**src/hw/bprx_defs.svh**
```systemverilog
`ifndef BPRX_DEFS_SVH
`define BPRX_DEFS_SVH
// register word addresses on the plain port
`define BPRX_ADDR_CONTROL 4'h0
`define BPRX_ADDR_STATUS 4'h1
`define BPRX_ADDR_CHAN_A 4'h2
`define BPRX_ADDR_CHAN_B 4'h3
// control fields
`define BPRX_CTL_FAULT_LO 0
`define BPRX_CTL_LOCK_LO 2
`define BPRX_CTL_SIDE_SEL 4
`define BPRX_CTL_DOUBLE 5
`define BPRX_CTL_MUTE 6
`define BPRX_CTL_EXT_PLL 7
`define BPRX_CTL_SOFT_RST 9
`define BPRX_CTL_MASK 32'h000002ff
`define BPRX_CTL_RESET 32'h00000000
// status fields
`define BPRX_ST_NA_CH1 0
`define BPRX_ST_NA_CH2 1
`define BPRX_ST_NA_FRAME 2
`define BPRX_ST_VALID 3
`define BPRX_ST_LOCK 4
`define BPRX_ST_LOST 5
`define BPRX_ST_PARITY 6
`define BPRX_ST_CODING 7
`define BPRX_ST_B0A_LO 16
`define BPRX_ST_B0B_LO 24
// channel status block length in bits
`define BPRX_CS_BITS 40
// soft mute: samples shift right one bit every this many cycles plus one
`define BPRX_MUTE_STEP 8'h10
`endif

```
**src/hw/bprx_pkg.sv**
```systemverilog
package bprx_pkg;
	typedef enum logic [1:0] {
		bprx_act_none = 2'b00,
		bprx_act_hold = 2'b01,
		bprx_act_zero = 2'b10,
		bprx_act_soft = 2'b11
	} bprx_action_type;
	typedef enum logic [1:0] {
		bprx_out_pass = 2'b00,
		bprx_out_hold = 2'b01,
		bprx_out_zero = 2'b10,
		bprx_out_fade = 2'b11
	} bprx_out_state_type;
endpackage : bprx_pkg

```
**src/hw/bprx_ctrl.sv**
```systemverilog
`timescale 1ns/1ps
`include "bprx_defs.svh"
module bprx_ctrl import bprx_pkg::*; (
	// clock and reset
	input wire logic clk_sys,
	input wire logic rst,
	// register port
	input wire logic [3:0] reg_addr,
	input wire logic [31:0] reg_wdata,
	input wire logic reg_wr,
	input wire logic reg_rd,
	output logic [31:0] reg_rdata,
	// decoded subframe stream from the line decoder
	input wire logic sub_valid,
	input wire logic sub_is_b,
	input wire logic [23:0] sub_sample,
	input wire logic sub_validity,
	input wire logic sub_cs_bit,
	input wire logic sub_block_start,
	input wire logic sub_non_audio,
	input wire logic parity_fault,
	input wire logic coding_fault,
	input wire logic rx_locked,
	input wire logic stream_lost,
	// output audio samples
	output logic out_valid,
	output logic out_right,
	output logic [23:0] out_sample,
	// receiver steering
	output logic external_pll_select,
	output logic single_chan_double_rate,
	output logic receiver_reset
);
	////////////////////////////////////////////////////////////////////////////
	logic [31:0] rx_control;
	logic [31:0] rx_chan_status_a;
	logic [31:0] rx_chan_status_b;
	logic [7:0] chan_stat_byte0_a;
	logic [7:0] chan_stat_byte0_b;
	logic [39:0] shift_a;
	logic [39:0] shift_b;
	logic [5:0] count_a;
	logic [5:0] count_b;
	logic parity_fault_flag;
	logic coding_fault_flag;
	logic non_audio_sub_ch1;
	logic non_audio_sub_ch2;
	logic valid_a;
	logic valid_b;
	logic [23:0] last_a;
	logic [23:0] last_b;
	logic [7:0] fade_cnt;
	logic [4:0] fade_shift;
	bprx_out_state_type out_state;
	bprx_out_state_type next_out_state;
	bprx_action_type fault_action_setting;
	bprx_action_type lock_action;
	logic rx_rst;
	logic status_read;
	logic non_audio_frame;
	logic [31:0] status_word;

	assign fault_action_setting = bprx_action_type'(rx_control[`BPRX_CTL_FAULT_LO +: 2]);
	assign lock_action = bprx_action_type'(rx_control[`BPRX_CTL_LOCK_LO +: 2]);
	// receiver logic is cleared by soft reset; control and pll select are not
	assign rx_rst = rx_control[`BPRX_CTL_SOFT_RST];
	assign status_read = reg_rd && (reg_addr == `BPRX_ADDR_STATUS);
	assign non_audio_frame = non_audio_sub_ch1 && non_audio_sub_ch2;

	function automatic logic [23:0] pick_last(input logic right);
		pick_last = right ? last_b : last_a;
	endfunction : pick_last

	function automatic logic block_done(input logic [5:0] count, input logic start);
		// true while the 40th bit is still on the input, not yet shifted in
		block_done = (count == 6'(`BPRX_CS_BITS - 1)) && !start;
	endfunction : block_done

	////////////////////////////////////////////////////////////////////////////
	// register writes
	always_ff @(posedge clk_sys or posedge rst) begin
		if (rst) begin
			rx_control <= `BPRX_CTL_RESET;
		end else if (reg_wr && reg_addr == `BPRX_ADDR_CONTROL) begin
			rx_control <= reg_wdata & `BPRX_CTL_MASK;
		end
	end

	always_ff @(posedge clk_sys or posedge rst) begin
		if (rst) begin
			external_pll_select <= 1'b0;
			single_chan_double_rate <= 1'b0;
			receiver_reset <= 1'b0;
		end else begin
			external_pll_select <= rx_control[`BPRX_CTL_EXT_PLL];
			single_chan_double_rate <= rx_control[`BPRX_CTL_DOUBLE];
			receiver_reset <= rx_rst;
		end
	end

	////////////////////////////////////////////////////////////////////////////
	// sticky errors; a new event beats the clearing read
	always_ff @(posedge clk_sys or posedge rst) begin
		if (rst) begin
			parity_fault_flag <= 1'b0;
			coding_fault_flag <= 1'b0;
		end else if (rx_rst) begin
			parity_fault_flag <= 1'b0;
			coding_fault_flag <= 1'b0;
		end else begin
			parity_fault_flag <= parity_fault || (parity_fault_flag && !status_read);
			coding_fault_flag <= coding_fault || (coding_fault_flag && !status_read);
		end
	end

	// per-subframe non-audio and validity, updated each subframe
	always_ff @(posedge clk_sys or posedge rst) begin
		if (rst) begin
			non_audio_sub_ch1 <= 1'b0;
			non_audio_sub_ch2 <= 1'b0;
			valid_a <= 1'b0;
			valid_b <= 1'b0;
		end else if (rx_rst) begin
			non_audio_sub_ch1 <= 1'b0;
			non_audio_sub_ch2 <= 1'b0;
			valid_a <= 1'b0;
			valid_b <= 1'b0;
		end else if (sub_valid && !sub_is_b) begin
			non_audio_sub_ch1 <= sub_non_audio;
			valid_a <= sub_validity;
		end else if (sub_valid) begin
			non_audio_sub_ch2 <= sub_non_audio;
			valid_b <= sub_validity;
		end
	end

	////////////////////////////////////////////////////////////////////////////
	// channel status: shift in, commit only a full block
	always_ff @(posedge clk_sys or posedge rst) begin
		if (rst) begin
			shift_a <= 40'h0;
			count_a <= 6'h0;
		end else if (rx_rst) begin
			shift_a <= 40'h0;
			count_a <= 6'h0;
		end else if (sub_valid && !sub_is_b) begin
			// bits arrive first-to-last, bit 0 of byte 0 first
			shift_a <= {sub_cs_bit, shift_a[39:1]};
			count_a <= sub_block_start ? 6'h1 : count_a + 6'h1;
		end
	end

	// a completed block outranks a software write in the same cycle
	always_ff @(posedge clk_sys or posedge rst) begin
		if (rst) begin
			rx_chan_status_a <= 32'h0;
			chan_stat_byte0_a <= 8'h0;
		end else if (rx_rst) begin
			rx_chan_status_a <= 32'h0;
			chan_stat_byte0_a <= 8'h0;
		end else if (sub_valid && !sub_is_b && block_done(count_a, sub_block_start)) begin
			chan_stat_byte0_a <= shift_a[8:1];
			rx_chan_status_a <= {sub_cs_bit, shift_a[39:9]};
		end else if (reg_wr && reg_addr == `BPRX_ADDR_CHAN_A) begin
			rx_chan_status_a <= reg_wdata;
		end
	end

	always_ff @(posedge clk_sys or posedge rst) begin
		if (rst) begin
			shift_b <= 40'h0;
			count_b <= 6'h0;
		end else if (rx_rst) begin
			shift_b <= 40'h0;
			count_b <= 6'h0;
		end else if (sub_valid && sub_is_b) begin
			// same framing as side a
			shift_b <= {sub_cs_bit, shift_b[39:1]};
			count_b <= sub_block_start ? 6'h1 : count_b + 6'h1;
		end
	end

	always_ff @(posedge clk_sys or posedge rst) begin
		if (rst) begin
			rx_chan_status_b <= 32'h0;
			chan_stat_byte0_b <= 8'h0;
		end else if (rx_rst) begin
			rx_chan_status_b <= 32'h0;
			chan_stat_byte0_b <= 8'h0;
		end else if (sub_valid && sub_is_b && block_done(count_b, sub_block_start)) begin
			chan_stat_byte0_b <= shift_b[8:1];
			rx_chan_status_b <= {sub_cs_bit, shift_b[39:9]};
		end else if (reg_wr && reg_addr == `BPRX_ADDR_CHAN_B) begin
			rx_chan_status_b <= reg_wdata;
		end
	end

	////////////////////////////////////////////////////////////////////////////
	// register reads, data one cycle after the strobe
	// zero outside the answer cycle, so the port can be or-ed with others
	always_comb begin
		status_word = 32'h0;
		status_word[`BPRX_ST_NA_CH1] = non_audio_sub_ch1;
		status_word[`BPRX_ST_NA_CH2] = non_audio_sub_ch2;
		status_word[`BPRX_ST_NA_FRAME] = non_audio_frame;
		status_word[`BPRX_ST_VALID] = valid_a | valid_b;
		status_word[`BPRX_ST_LOCK] = rx_locked;
		status_word[`BPRX_ST_LOST] = stream_lost;
		status_word[`BPRX_ST_PARITY] = parity_fault_flag;
		status_word[`BPRX_ST_CODING] = coding_fault_flag;
		status_word[`BPRX_ST_B0A_LO +: 8] = chan_stat_byte0_a;
		status_word[`BPRX_ST_B0B_LO +: 8] = chan_stat_byte0_b;
	end

	always_ff @(posedge clk_sys or posedge rst) begin
		if (rst) begin
			reg_rdata <= 32'h0;
		end else if (reg_rd) begin
			case (reg_addr)
				`BPRX_ADDR_CONTROL: reg_rdata <= rx_control;
				`BPRX_ADDR_STATUS: reg_rdata <= status_word;
				`BPRX_ADDR_CHAN_A: reg_rdata <= rx_chan_status_a;
				`BPRX_ADDR_CHAN_B: reg_rdata <= rx_chan_status_b;
				default: reg_rdata <= 32'h0;
			endcase
		end else begin
			reg_rdata <= 32'h0;
		end
	end

	////////////////////////////////////////////////////////////////////////////
	// lock-loss output state; faults on a single sample are handled per sample
	always_comb begin
		next_out_state = bprx_out_pass;
		if (!rx_locked || stream_lost) begin
			case (lock_action)
				bprx_act_none: next_out_state = bprx_out_pass;
				bprx_act_hold: next_out_state = bprx_out_hold;
				bprx_act_zero: next_out_state = bprx_out_zero;
				bprx_act_soft: begin
					// with a validity bit set on either side the data is not faded but cut
					if (valid_a | valid_b) begin
						next_out_state = bprx_out_zero;
					end else begin
						next_out_state = bprx_out_fade;
					end
				end
				default: next_out_state = bprx_out_pass;
			endcase
		end
	end

	always_ff @(posedge clk_sys or posedge rst) begin
		if (rst) begin
			out_state <= bprx_out_pass;
			fade_cnt <= 8'h0;
			fade_shift <= 5'h0;
		end else if (rx_rst) begin
			out_state <= bprx_out_pass;
			fade_cnt <= 8'h0;
			fade_shift <= 5'h0;
		end else begin
			out_state <= next_out_state;
			if (next_out_state != bprx_out_fade) begin
				fade_cnt <= 8'h0;
				fade_shift <= 5'h0;
			// one bit of attenuation per step: coarse, but needs no multiplier
			end else if (fade_cnt == `BPRX_MUTE_STEP) begin
				fade_cnt <= 8'h0;
				if (fade_shift != 5'h18) begin
					fade_shift <= fade_shift + 5'h1;
				end
			end else begin
				fade_cnt <= fade_cnt + 8'h1;
			end
		end
	end

	////////////////////////////////////////////////////////////////////////////
	// sample path; output strobes keep running while muted
	always_ff @(posedge clk_sys or posedge rst) begin
		if (rst) begin
			out_valid <= 1'b0;
			out_right <= 1'b0;
			out_sample <= 24'h0;
			last_a <= 24'h0;
			last_b <= 24'h0;
		end else if (rx_rst) begin
			out_valid <= 1'b0;
			out_right <= 1'b0;
			out_sample <= 24'h0;
			last_a <= 24'h0;
			last_b <= 24'h0;
		end else begin
			// double-rate mode passes only the selected side
			out_valid <= sub_valid && (!rx_control[`BPRX_CTL_DOUBLE] ||
				(sub_is_b == rx_control[`BPRX_CTL_SIDE_SEL]));
			out_right <= sub_is_b;
			if (sub_valid && !parity_fault && !coding_fault && rx_locked && !stream_lost) begin
				if (sub_is_b) begin
					last_b <= sub_sample;
				end else begin
					last_a <= sub_sample;
				end
			end
			// mute is tested first: it must win over every recovery mode
			if (rx_control[`BPRX_CTL_MUTE]) begin
				out_sample <= 24'h0;
			end else if (out_state == bprx_out_zero || next_out_state == bprx_out_zero) begin
				out_sample <= 24'h0;
			end else if (next_out_state == bprx_out_hold) begin
				out_sample <= pick_last(sub_is_b);
			end else if (next_out_state == bprx_out_fade) begin
				out_sample <= pick_last(sub_is_b) >> fade_shift;
			end else if ((parity_fault || coding_fault) && fault_action_setting == bprx_act_hold) begin
				out_sample <= pick_last(sub_is_b);
			end else if ((parity_fault || coding_fault) && fault_action_setting == bprx_act_zero) begin
				out_sample <= 24'h0;
			end else begin
				out_sample <= sub_sample;
			end
		end
	end
endmodule : bprx_ctrl

```
**config.mk**
```make
export PLATFORM = sky130hd
export DESIGN_NAME = bprx_ctrl
export DESIGN_NICKNAME = d
export VERILOG_FILES = /design/src/hw/bprx_pkg.sv /design/src/hw/bprx_ctrl.sv
export VERILOG_INCLUDE_DIRS = /design/src /design/src/hw
export SDC_FILE = /design/constraint.sdc
export NUM_CORES = 1
export LEC_CHECK = 0
export BUFFER_PORTS_ARGS = -buffer_cell sky130_fd_sc_hd__buf_4
export CAP_MARGIN = 10
export CORE_MARGIN = 10
export CORE_UTILIZATION = 40
export DETAILED_ROUTE_END_ITERATION = 8
export HOLD_SLACK_MARGIN = 0.1
export SYNTH_ARGS = -nofsm -noshare
export SYNTH_HDL_FRONTEND = slang
export SYNTH_SLANG_ARGS = --single-unit
```
**constraint.sdc**
```tcl
create_clock -name clk_sys -period 21.5 [get_ports clk_sys]
set_input_delay 4.3 -clock clk_sys [delete_from_list [all_inputs] [get_ports clk_sys]]
set_output_delay 4.3 -clock clk_sys [all_outputs]
set_load 0.005 [all_outputs]
```
==> impl.org, run 1 <==
** Outcome
- The flow ran to the end, and the final reports show no timing, DRC or antenna violations.

** Floorplanning
- Count of pins on the block boundary :: 135
- Placeable core region :: 37400 um2
- Width of the chip :: 214 um
- The die covers 45800 um2.
- Die height :: 214 um
- Site row count :: 71
- Initial core utilization :: 40.3%

** Synth
- A synthesized cell averages 9.98 um2.
- Of the synthesized area, sequential elements account for 51.3%.
- Commonest register cell after synthesis :: dfrtp_1
- For this run, the number of Yosys warnings is 0.
- In this run, distinct cell masters in the synthesized netlist total 76.
- The number of nets handed over by synthesis was 1589.
- Ys async rst share :: 100%
- The synthesized netlist occupies a cell area of 15100 um2.
- Yosys mapped a number of flops with a built-in enable equal to 0.
- Counting flops and latches in the post-synthesis netlist gives 309.
- Post-Syn Instances :: 1509

** Placed design
- In this run the tool buffered the top-level ports with 134 buffer cells.
- The placed instances occupy a cell area of 16400 um2.
- The HPWL after detailed placement is 29.2 mm.
- Timing analysis after detailed placement gives a worst setup slack of 13.82 ns.
- Placer Congestion :: 0.905

** STA
- The smallest clock period supported by the final layout is computed as 7.14 ns.
- Number of hold-slack violations in the final timing report :: 0
- F_max :: 0.140 GHz
- Worst Max-Slew Pin Slew :: 1.17 ns
- Setup violations remaining at the end of the flow were counted as 0.
- Total negative setup slack :: 0 ns
- Of the available clock period, the critical path in the final layout requires 33.2%.
- Worst clock skew :: 0.0276 ns
- Max Slew Vio Count :: 0
- Post-route setup slack :: 14.36 ns
- Setup repair after global routing missed its margin :: no
- Max-Slew Margin vs Limit :: 22.0%
- Smallest hold slack :: 0.413 ns

** CTS
- In this run, post-CTS hold repair placed 0 buffers.
- In this run, post-CTS repair resized a total of 0 instances.
- Post-CTS setup buffer count :: 0
- Counting the buffers created by CTS gives 36.
- Clock sinks :: 309
- Maximum buffer depth of the clock tree :: 3
- H-tree Lvls :: 2
- Root buffer selected by CTS :: clkbuf_16
- Latest clock arrival within the worst-skew pair :: 0.56 ns
- After clock tree synthesis, the clock-pin slew on the worst setup and hold paths is 0.06 ns.
- Clock tree from TritonCTS :: yes

** Pwr
- NetSw :: 445 uW
- In this run switching power makes up 28.7% of total power.
- Power per standard cell area :: 87.6 nW/um2
- For this design the static power due to leakage is 0.00830 uW.
- Reg power frac :: 43.2%
- The internal portion of the total power is 1110 uW.
- Share of power burned in combinational logic :: 15.0%
- Peak ir drop on the vdd network :: 53.3 uV
- The clock network accounts for 41.8% of the total power.

** Routing
- Once detail routing completed, the nets flagged for antenna violations numbered 0.
- Total wire length :: 46.0 mm
- After detailed routing, the number of remaining DRC violations is 0.
- Routed length per placed instance :: 21.7 um
- The first TritonRoute pass finished after 5 iterations.
- For this block, the via count after detailed routing is 12300.
- Via density :: 5.79
- Initial drt markers :: 1341

** Worst hold path
- The path class of the tightest hold or removal check is flip-flop to flip-flop.

** Finish
- The finished cells cover 17700 um2.
- Measured on the finished design, the core utilization comes to 47.3%.
- 0 antenna diodes ended up in the layout.
- Area Overhead vs Synth :: 17.4%
- Post-layout net count :: 1663
- Layout cells sized above 1 :: 17.8%

** Global routing
- Initial antenna violation count :: 0
- The via count of the first global-routing pass is 12100.
- In the global route stage, met2 resource usage came out at 29.8%.
- Gr busiest metal :: met2
- Global routing consumed, on the met1 layer, 27.7% of the routing resources.
- Entering global routing, the biggest net connects 164 pins.
- Wire length of the first global-routing pass :: 72.5 mm
- Global routing used 3.96% of the available met3 tracks.
- Global route total overflow :: 0
- Global routing used 19.6% of the available tracks across all layers.

** Worst setup path
- The worst register-to-register path has a setup slack of 18.41 ns.
- Critical path data required time :: 21.94 ns
- Type of element capturing the critical path :: flip-flop
- Critical path launch point type :: input port
- Critical path class :: input port to flip-flop
- Of all nets on the critical path, the largest fanout is 48.
- Data arrives at the worst endpoint at 7.58 ns.

** Flow run
- Number of max-capacitance violations reported :: 0
power groups by stage:
stage / Sequential (uW) / Clock [uW] / Combinational [uW]
final: 670 / 648 / 233
after global routing: 677 / 683 / 254
after CTS: 670 / 661 / 234
after detailed placement: 680 / 0 / 234
after global placement: 679 / 0 / 230
after floorplan: 666 / 0 / 150
critical path: stages:
cell,delay (ns)
buf_4,0.54
nor2b_1,0.33
nand4_1,0.19
buf_4,0.55
and2b_1,0.36
a21boi_4,0.47
buf_4,0.52
nand2_1,0.11
o31ai_1,0.10
kinds of logic after synthesis:
family,synth area share [%]
compound gates,17.7
mux,11.6
flops,51.3
simple gates,14.3
buf+inv,4.02
fa+ha+maj,0.498
xor+xnor,0.639
Yosys cell counts, types with 3 or more instances:
| master | n | area [um2] |
|---|---|---|
| a222oi_1 | 18 | 180 |
| a2111oi_0 | 7 | 61.3 |
| and3_1 | 9 | 56.3 |
| nor3_1 | 18 | 90.1 |
| nand2_1 | 274 | 1030 |
| buf_6 | 5 | 56.3 |
| xnor2_1 | 4 | 35.0 |
| nor4_1 | 4 | 25.0 |
| nand4_1 | 3 | 18.8 |
| nor4b_2 | 3 | 45.0 |
| buf_2 | 25 | 125 |
| dfrtp_1 | 309 | 7730 |
| nand3b_1 | 5 | 37.5 |
| a211o_1 | 3 | 26.3 |
| o22ai_1 | 10 | 62.6 |
| inv_1 | 12 | 45.0 |
| a211oi_1 | 40 | 300 |
| mux2_2 | 29 | 327 |
| and2_1 | 3 | 18.8 |
| a221oi_1 | 5 | 43.8 |
| ha_1 | 6 | 75.1 |
| a22oi_1 | 22 | 165 |
| nor2b_1 | 3 | 18.8 |
| o21ai_0 | 28 | 140 |
| nand3_1 | 22 | 110 |
| a31oi_1 | 10 | 62.6 |
| nor2_1 | 136 | 510 |
| a21oi_1 | 138 | 691 |
| o32ai_1 | 5 | 43.8 |
| mux2i_1 | 104 | 1040 |
| or3_1 | 3 | 18.8 |
| clkbuf_1 | 89 | 334 |
| xor2_1 | 7 | 61.3 |
| nand2b_1 | 4 | 25.0 |
| o31ai_1 | 34 | 255 |
| a22o_1 | 46 | 403 |
| mux4_2 | 16 | 360 |
through the flow:
stage | std cells | total power (uW)
6_report | 2122 | 1550
2_1_floorplan | 1509 | 816
3_5_place_dp | 2055 | 914
4_1_cts | 2121 | 1560
5_1_grt | 2122 | 1610
3_3_place_gp | 2055 | 910
sequential cells by signal, indices dropped and copies added, names as in the netlist, 24 cells and up:
| register | cells |
|---|---|
| last_a | 24 |
| last_b | 24 |
| out_sample | 24 |
| reg_rdata | 32 |
| rx_chan_status_a | 32 |
| rx_chan_status_b | 32 |
| shift_a | 39 |
| shift_b | 39 |
final timing paths:
check / start / end / cells after the start
worst min-delay path: rx_control[7] / external_pll_select / 0
min in group asynchronous: rst / reg_rdata[6] / 2
worst min register to register: rx_control[7] / external_pll_select / 0
worst max register to register: fade_shift[0] / out_sample[6] / 6
max in group asynchronous: rst / rx_chan_status_a[21] / 3
worst max-delay path: sub_is_b / rx_chan_status_a[9] / 9
final cells by class:
| class | count | area (um2) |
|---|---|---|
| tap | 511 | 639 |
| clock inverter | 16 | 230 |
| sequential | 309 | 7740 |
| timing repair buffer | 159 | 1230 |
| inverter | 15 | 63.8 |
| clock buffer | 50 | 1030 |
| fill | 3462 | 19700 |
| multi-input combinational | 1062 | 6760 |
metal layers:
metal | up-vias | share of wire [%]
met1 | 6181 | 46
met3 | 56 | 7.1
li1 | 5582 | -
met2 | 469 | 45
met4 | 0 | 1.7
met5 | - | 0
placed cells by master, fill, tap and decap left out, drive strengths merged, types with 4 or more instances in the layout:
cell type / count
a2111oi: 10
a211oi: 40
a21oi: 138
a221oi: 5
a222oi: 18
a22o: 46
a22oi: 22
a31oi: 10
and3: 10
buf: 159
bufinv: 4
clkbuf: 50
clkinv: 10
dfrtp: 309
ha: 6
inv: 14
mux2: 30
mux2i: 104
mux4: 16
nand2: 274
nand2b: 4
nand3: 22
nand3b: 5
nor2: 136
nor3: 19
nor4: 5
nor4b: 5
o21ai: 29
o22ai: 10
o31ai: 34
o32ai: 5
or2: 4
xnor2: 4
xor2: 7
Note: power is estimated with default switching activity, not from simulation.
==> run 2, diff against run 1 <==
--- a/config.mk
+++ b/config.mk
@@ -6,6 +6,7 @@
 export SDC_FILE = /design/constraint.sdc
 export NUM_CORES = 1
 export LEC_CHECK = 0
+export ABC_AREA = 1
 export BUFFER_PORTS_ARGS = -buffer_cell sky130_fd_sc_hd__buf_4
 export CAP_MARGIN = 10
 export CORE_MARGIN = 10
==> constraint.sdc (replaced) <==
create_clock -name clk_sys -period 6.5 [get_ports clk_sys]
set_input_delay 1.3 -clock clk_sys [delete_from_list [all_inputs] [get_ports clk_sys]]
set_output_delay 1.3 -clock clk_sys [all_outputs]
set_load 0.005 [all_outputs]
==> run 2 against run 1 <==
  * Synthesized area is 1.2% higher
  * Critical path type unchanged
  * Worst setup slack worse by 11 ns
  * Clock power grew to 3.2 times the previous value
  * Final cell count is 17% higher
  * Utilization is 0.32 points lower
==> impl.org, run 2 <==
** Routing
- The initial detailed-routing violation count came to 1367 (+1.9%).
- DRC viols :: 0 (unchanged)
- The routed wire length is 48.3 mm (+4.9%).
- The number of search-and-repair iterations in the first detailed-routing pass came to 6 (+1).
- Routed length per placed instance :: 19.4 um (-11%)
- The number of nets still failing antenna checks after routing came to 0 (unchanged).
- The overall via count from detail_route came to 13400 (+9.4%).
- The average via count per standard cell came to 5.40 (-6.8%).

** Synth
- Post-Synthesis Mean Instance Area :: 8.09 um2 (-19%)
- Main area contributors after synthesis :: dfrtp_1 51%, nand2_1 9.4%, nand3_1 9.1%, inv_1 4.9%, o21ai_0 4.5%
- Synth unique cells :: 51 (-33%)
- Summed over all instances, the cell type with the most area after synthesis is dfrtp_1.
- Ys async rst share :: 100% (unchanged)
- The total number of yosys warnings was 0 (unchanged).
- Share of the synthesized area in the top cell type :: 50.7% (-0.63 points)
- The number of nets produced by synthesis was 1966 (+24%).
- The post-synthesis instance area was 15300 um2 (+1.2%).
- The total of flip-flops plus latches after synthesis came to 309 (unchanged).
- The number of flops mapped to enable cells by yosys came to 0 (unchanged).
- Most repeated cell in the gate-level netlist after synthesis :: nand2_1
- The portion of the post-synthesis area used by sequential elements came to 50.7% (-0.63 points).
- Among all flip-flop cells after synthesis, the most frequent one is dfrtp_1.
- The post-synthesis cell count is 1886 (+25%).
- Leading cell types by count after synthesis :: 380 x nand2_1, 309 x dfrtp_1, 277 x nand3_1, 199 x inv_1, 136 x o21ai_0

** Worst setup path
- STA classifies the critical path startpoint as an input port.
- Highest net fanout along the worst path :: 65 (+35%)
- STA classifies the critical path endpoint as a flip-flop.
- The arrival time at the worst endpoint came to 3.96 ns (-3.62 ns).
- Slack of the worst reg-to-reg path :: 3.10 ns (-15.31 ns)
- The worst setup path is of the input port to flip-flop kind.
- Worst R2R Path Depth :: 8 (+2)
- In this run the critical register-to-register path is captured at fade_shift[3].
- The required time of the critical path is 6.96 ns (-14.98 ns).
- In this run the critical register-to-register path is launched from fade_shift[1].

** STA
- The count of final setup violators came to 0 (unchanged).
- Post-route setup slack :: 3.00 ns (-11.36 ns)
- Total negative setup slack :: 0 ns (unchanged)
- Setup repair after global routing left no endpoint under its margin.
- The number of hold-slack violations in the final timing report came to 0 (unchanged).
- Static timing analysis puts the maximum clock frequency at 0.286 GHz.
- Share of the cycle needed by the critical path after routing :: 53.9%
- The count of final max-slew check failures is 0 (unchanged).
- Minimum clock period :: 3.50 ns
- The final setup skew was 0.0225 ns (-0.00515 ns).
- The transition time at the pin with the least slew margin is 1.27 ns (+0.0987 ns).
- The tightest slew margin relative to the limit came to 15.6% (-6.4 points).

** Worst hold path
- The worst hold path terminates at external_pll_select.
- The worst hold path stage count came to 0 (unchanged).
- The min-delay analysis places its worst path in the category flip-flop to flip-flop.
- Worst hold start :: rx_control[7]

** CTS
- The count of instances resized after the clock tree is built came to 0 (unchanged).
- The clock transition at the register clock pins on the worst setup and hold paths after CTS is 0.06 ns (about the same).
- The clock latency on the worst-skew pair came to 0.56 ns (about the same).
- The count of buffers added by post-CTS timing repair for setup came to 0 (unchanged).
- The total CTS buffers was 37 (+2.8%).
- Root buffer selected by CTS :: clkbuf_16
- TritonCTS built the clock tree.
- The cts-stage hold buffer count came to 0 (unchanged).
- Clock sinks :: 309 (unchanged)
- The number of buffers on the longest clock path came to 3 (unchanged).
- H-tree Lvls :: 2 (unchanged)

** Finish
- The final-stage net count was 2033 (+22%).
- Layout cells sized above 1 :: 13.2% (-4.6 points)
- Commonest non-fill, non-tap cell in the layout :: nand2_1
- Final core area utilization :: 47.0% (-0.32 points)
- Area Overhead vs Synth :: 16.0%
- The library cells used most frequently in the layout, excluding fill and tap cells, are 379 x nand2_1, 308 x dfrtp_1, 277 x nand3_1.
- In the final layout, the registers with the most flip-flops are shift_a (39), shift_b (39).
- The total of fill cells in the finished design is 3796 (+9.6%).

** Global routing
- Initial antenna violation count :: 2 (+2)
- The remaining global-route overflow was 0 (unchanged).
- The via count of the first global-routing pass came to 13300 (+9.3%).
- Pin count of the biggest net entering global routing :: 180 (+9.8%)
- Wire length of the first global-routing pass :: 76.2 mm (+5.1%)
- All-Layer GR Usage :: 20.4% (+0.84 points)

** Pwr
- NetSw :: 1640 uW (+270%)
- The leakage power total was 0.00826 uW (-0.52%).
- Power Total :: 5250 uW (+240%)
- Share of power burned in combinational logic :: 18.7% (+3.7 points)
- The worst IR drop on VDD came to 190 uV (+260%).
- Internal Power :: 3610 uW (+230%)
- The proportion of power drawn by the clock network was 39.7% (-2.1 points).
- The net switching share of the total power came to 31.2% (+2.5 points).
- The share of power burned in registers was 41.6% (-1.6 points).
- Power per standard cell area :: 297 nW/um2 (+240%)

** Placed design
- Placer Congestion :: 0.927 (+2.4%)
- Post-Place Setup Slack :: 2.48 ns (-11.33 ns)
- The detailed placer's ending HPWL is 33.5 mm (+15%).
- The number of port buffers came to 134 (unchanged).

** Floorplanning
- The die extent in x is 215 um (+0.56%).
- The effective utilization at floorplan came to 40.5% (+0.21 points).
- Site row count :: 71 (unchanged)
- The placeable core region was 37700 um2 (+0.71%).
- Die height :: 215 um (+0.56%)
- Area of the die :: 46300 um2 (+1.1%)
- The I/O pin count is 135 (unchanged).

** Flow run
- The number of max-cap violations came to 0 (unchanged).

** Outcome
- The flow ran to the end, and the final reports show no timing, DRC or antenna violations.
## run 2: cell count changes in the layout (fill, tap and decap cells not counted), sizes merged, moves of 37 or more
cell / delta
o21ai: +181
o22ai: +53
nand2: +116
mux2i: -103
a211oi: -37
a22o: -46
nand3: +256
a21oi: -45
inv: +204
## run 2: power groups by stage
stage          clock network (uW)  registers (uW)  logic, uW
2_1_floorplan                   0            2190        684
3_5_place_dp                    0            2220        977
6_report                     2080            2190        979
4_1_cts                      2120            2180        981
3_3_place_gp                    0            2210        962
5_1_grt                      2200            2200       1100
## run 2: logic make-up after synthesis
group                    Yosys count  synth area share, %
multiplexers                       5                0.361
flip-flops                       309                 50.7
AO/OA/AOI/OAI                    417                 15.3
adder cells (fa/ha/maj)            6                0.492
XOR/XNOR                           5                0.287
buffers and inverters            336                 9.11
AND/OR/NAND/NOR                  808                 23.8
## run 2: routing by layer
metal | vias to the layer above | GRT usage, % | share of wire [%]
met5 | - | 0 | 0.017
met4 | 2 | 7.72 | 3.2
met3 | 99 | 3.62 | 6.5
met2 | 490 | 33.5 | 48
met1 | 6435 | 26.5 | 42
li1 | 6416 | - | -
## run 2: metrics by stage
| stage | std cells | hold WS (ns) | instance area (um2) |
|---|---|---|---|
| 6_report | 2490 | 0.454 | 17700 |
| 5_1_grt | 2490 | 0.467 | 17700 |
| 4_1_cts | 2489 | 0.448 | 17700 |
| 3_5_place_dp | 2425 | 0.426 | 16500 |
| 3_3_place_gp | 2425 | 0.426 | 16500 |
| 2_1_floorplan | 1886 | 0.368 | 15300 |
## run 2: area by class of cell
cell class / instances / area, um2 / share of cell area, %
Sequential cell: 309 / 7730 / 43.7
Multi-Input combinational cell: 1241 / 6160 / 34.8
Clock buffer: 53 / 1110 / 6.26
Timing Repair Buffer: 144 / 1090 / 6.18
Inverter: 220 / 837 / 4.73
Tap cell: 511 / 639 / 3.61
Clock inverter: 11 / 121 / 0.686
Antenna cell: 1 / 2.50 / 0.0141
## run 2: worst max-delay path, cell delays in order
cell and delay (ns):
buf_4 0.26, nor2_8 0.24, nand4_4 0.73, nand2_4 0.37, inv_2 0.21, nand2_4 0.47, nand3_1 0.17, o21ai_1 0.12
## run 2: how the worst max path moves through the flow
stage	from	endpoint	cells past startpoint
6_report	sub_is_b	rx_chan_status_a[27]	8
5_1_grt	sub_is_b	rx_chan_status_a[27]	8
3_3_place_gp	sub_is_b	rx_chan_status_a[31]	8
3_5_place_dp	sub_is_b	rx_chan_status_a[27]	8
2_1_floorplan	rst	chan_stat_byte0_a[0]	1
4_1_cts	sub_is_b	rx_chan_status_a[27]	8
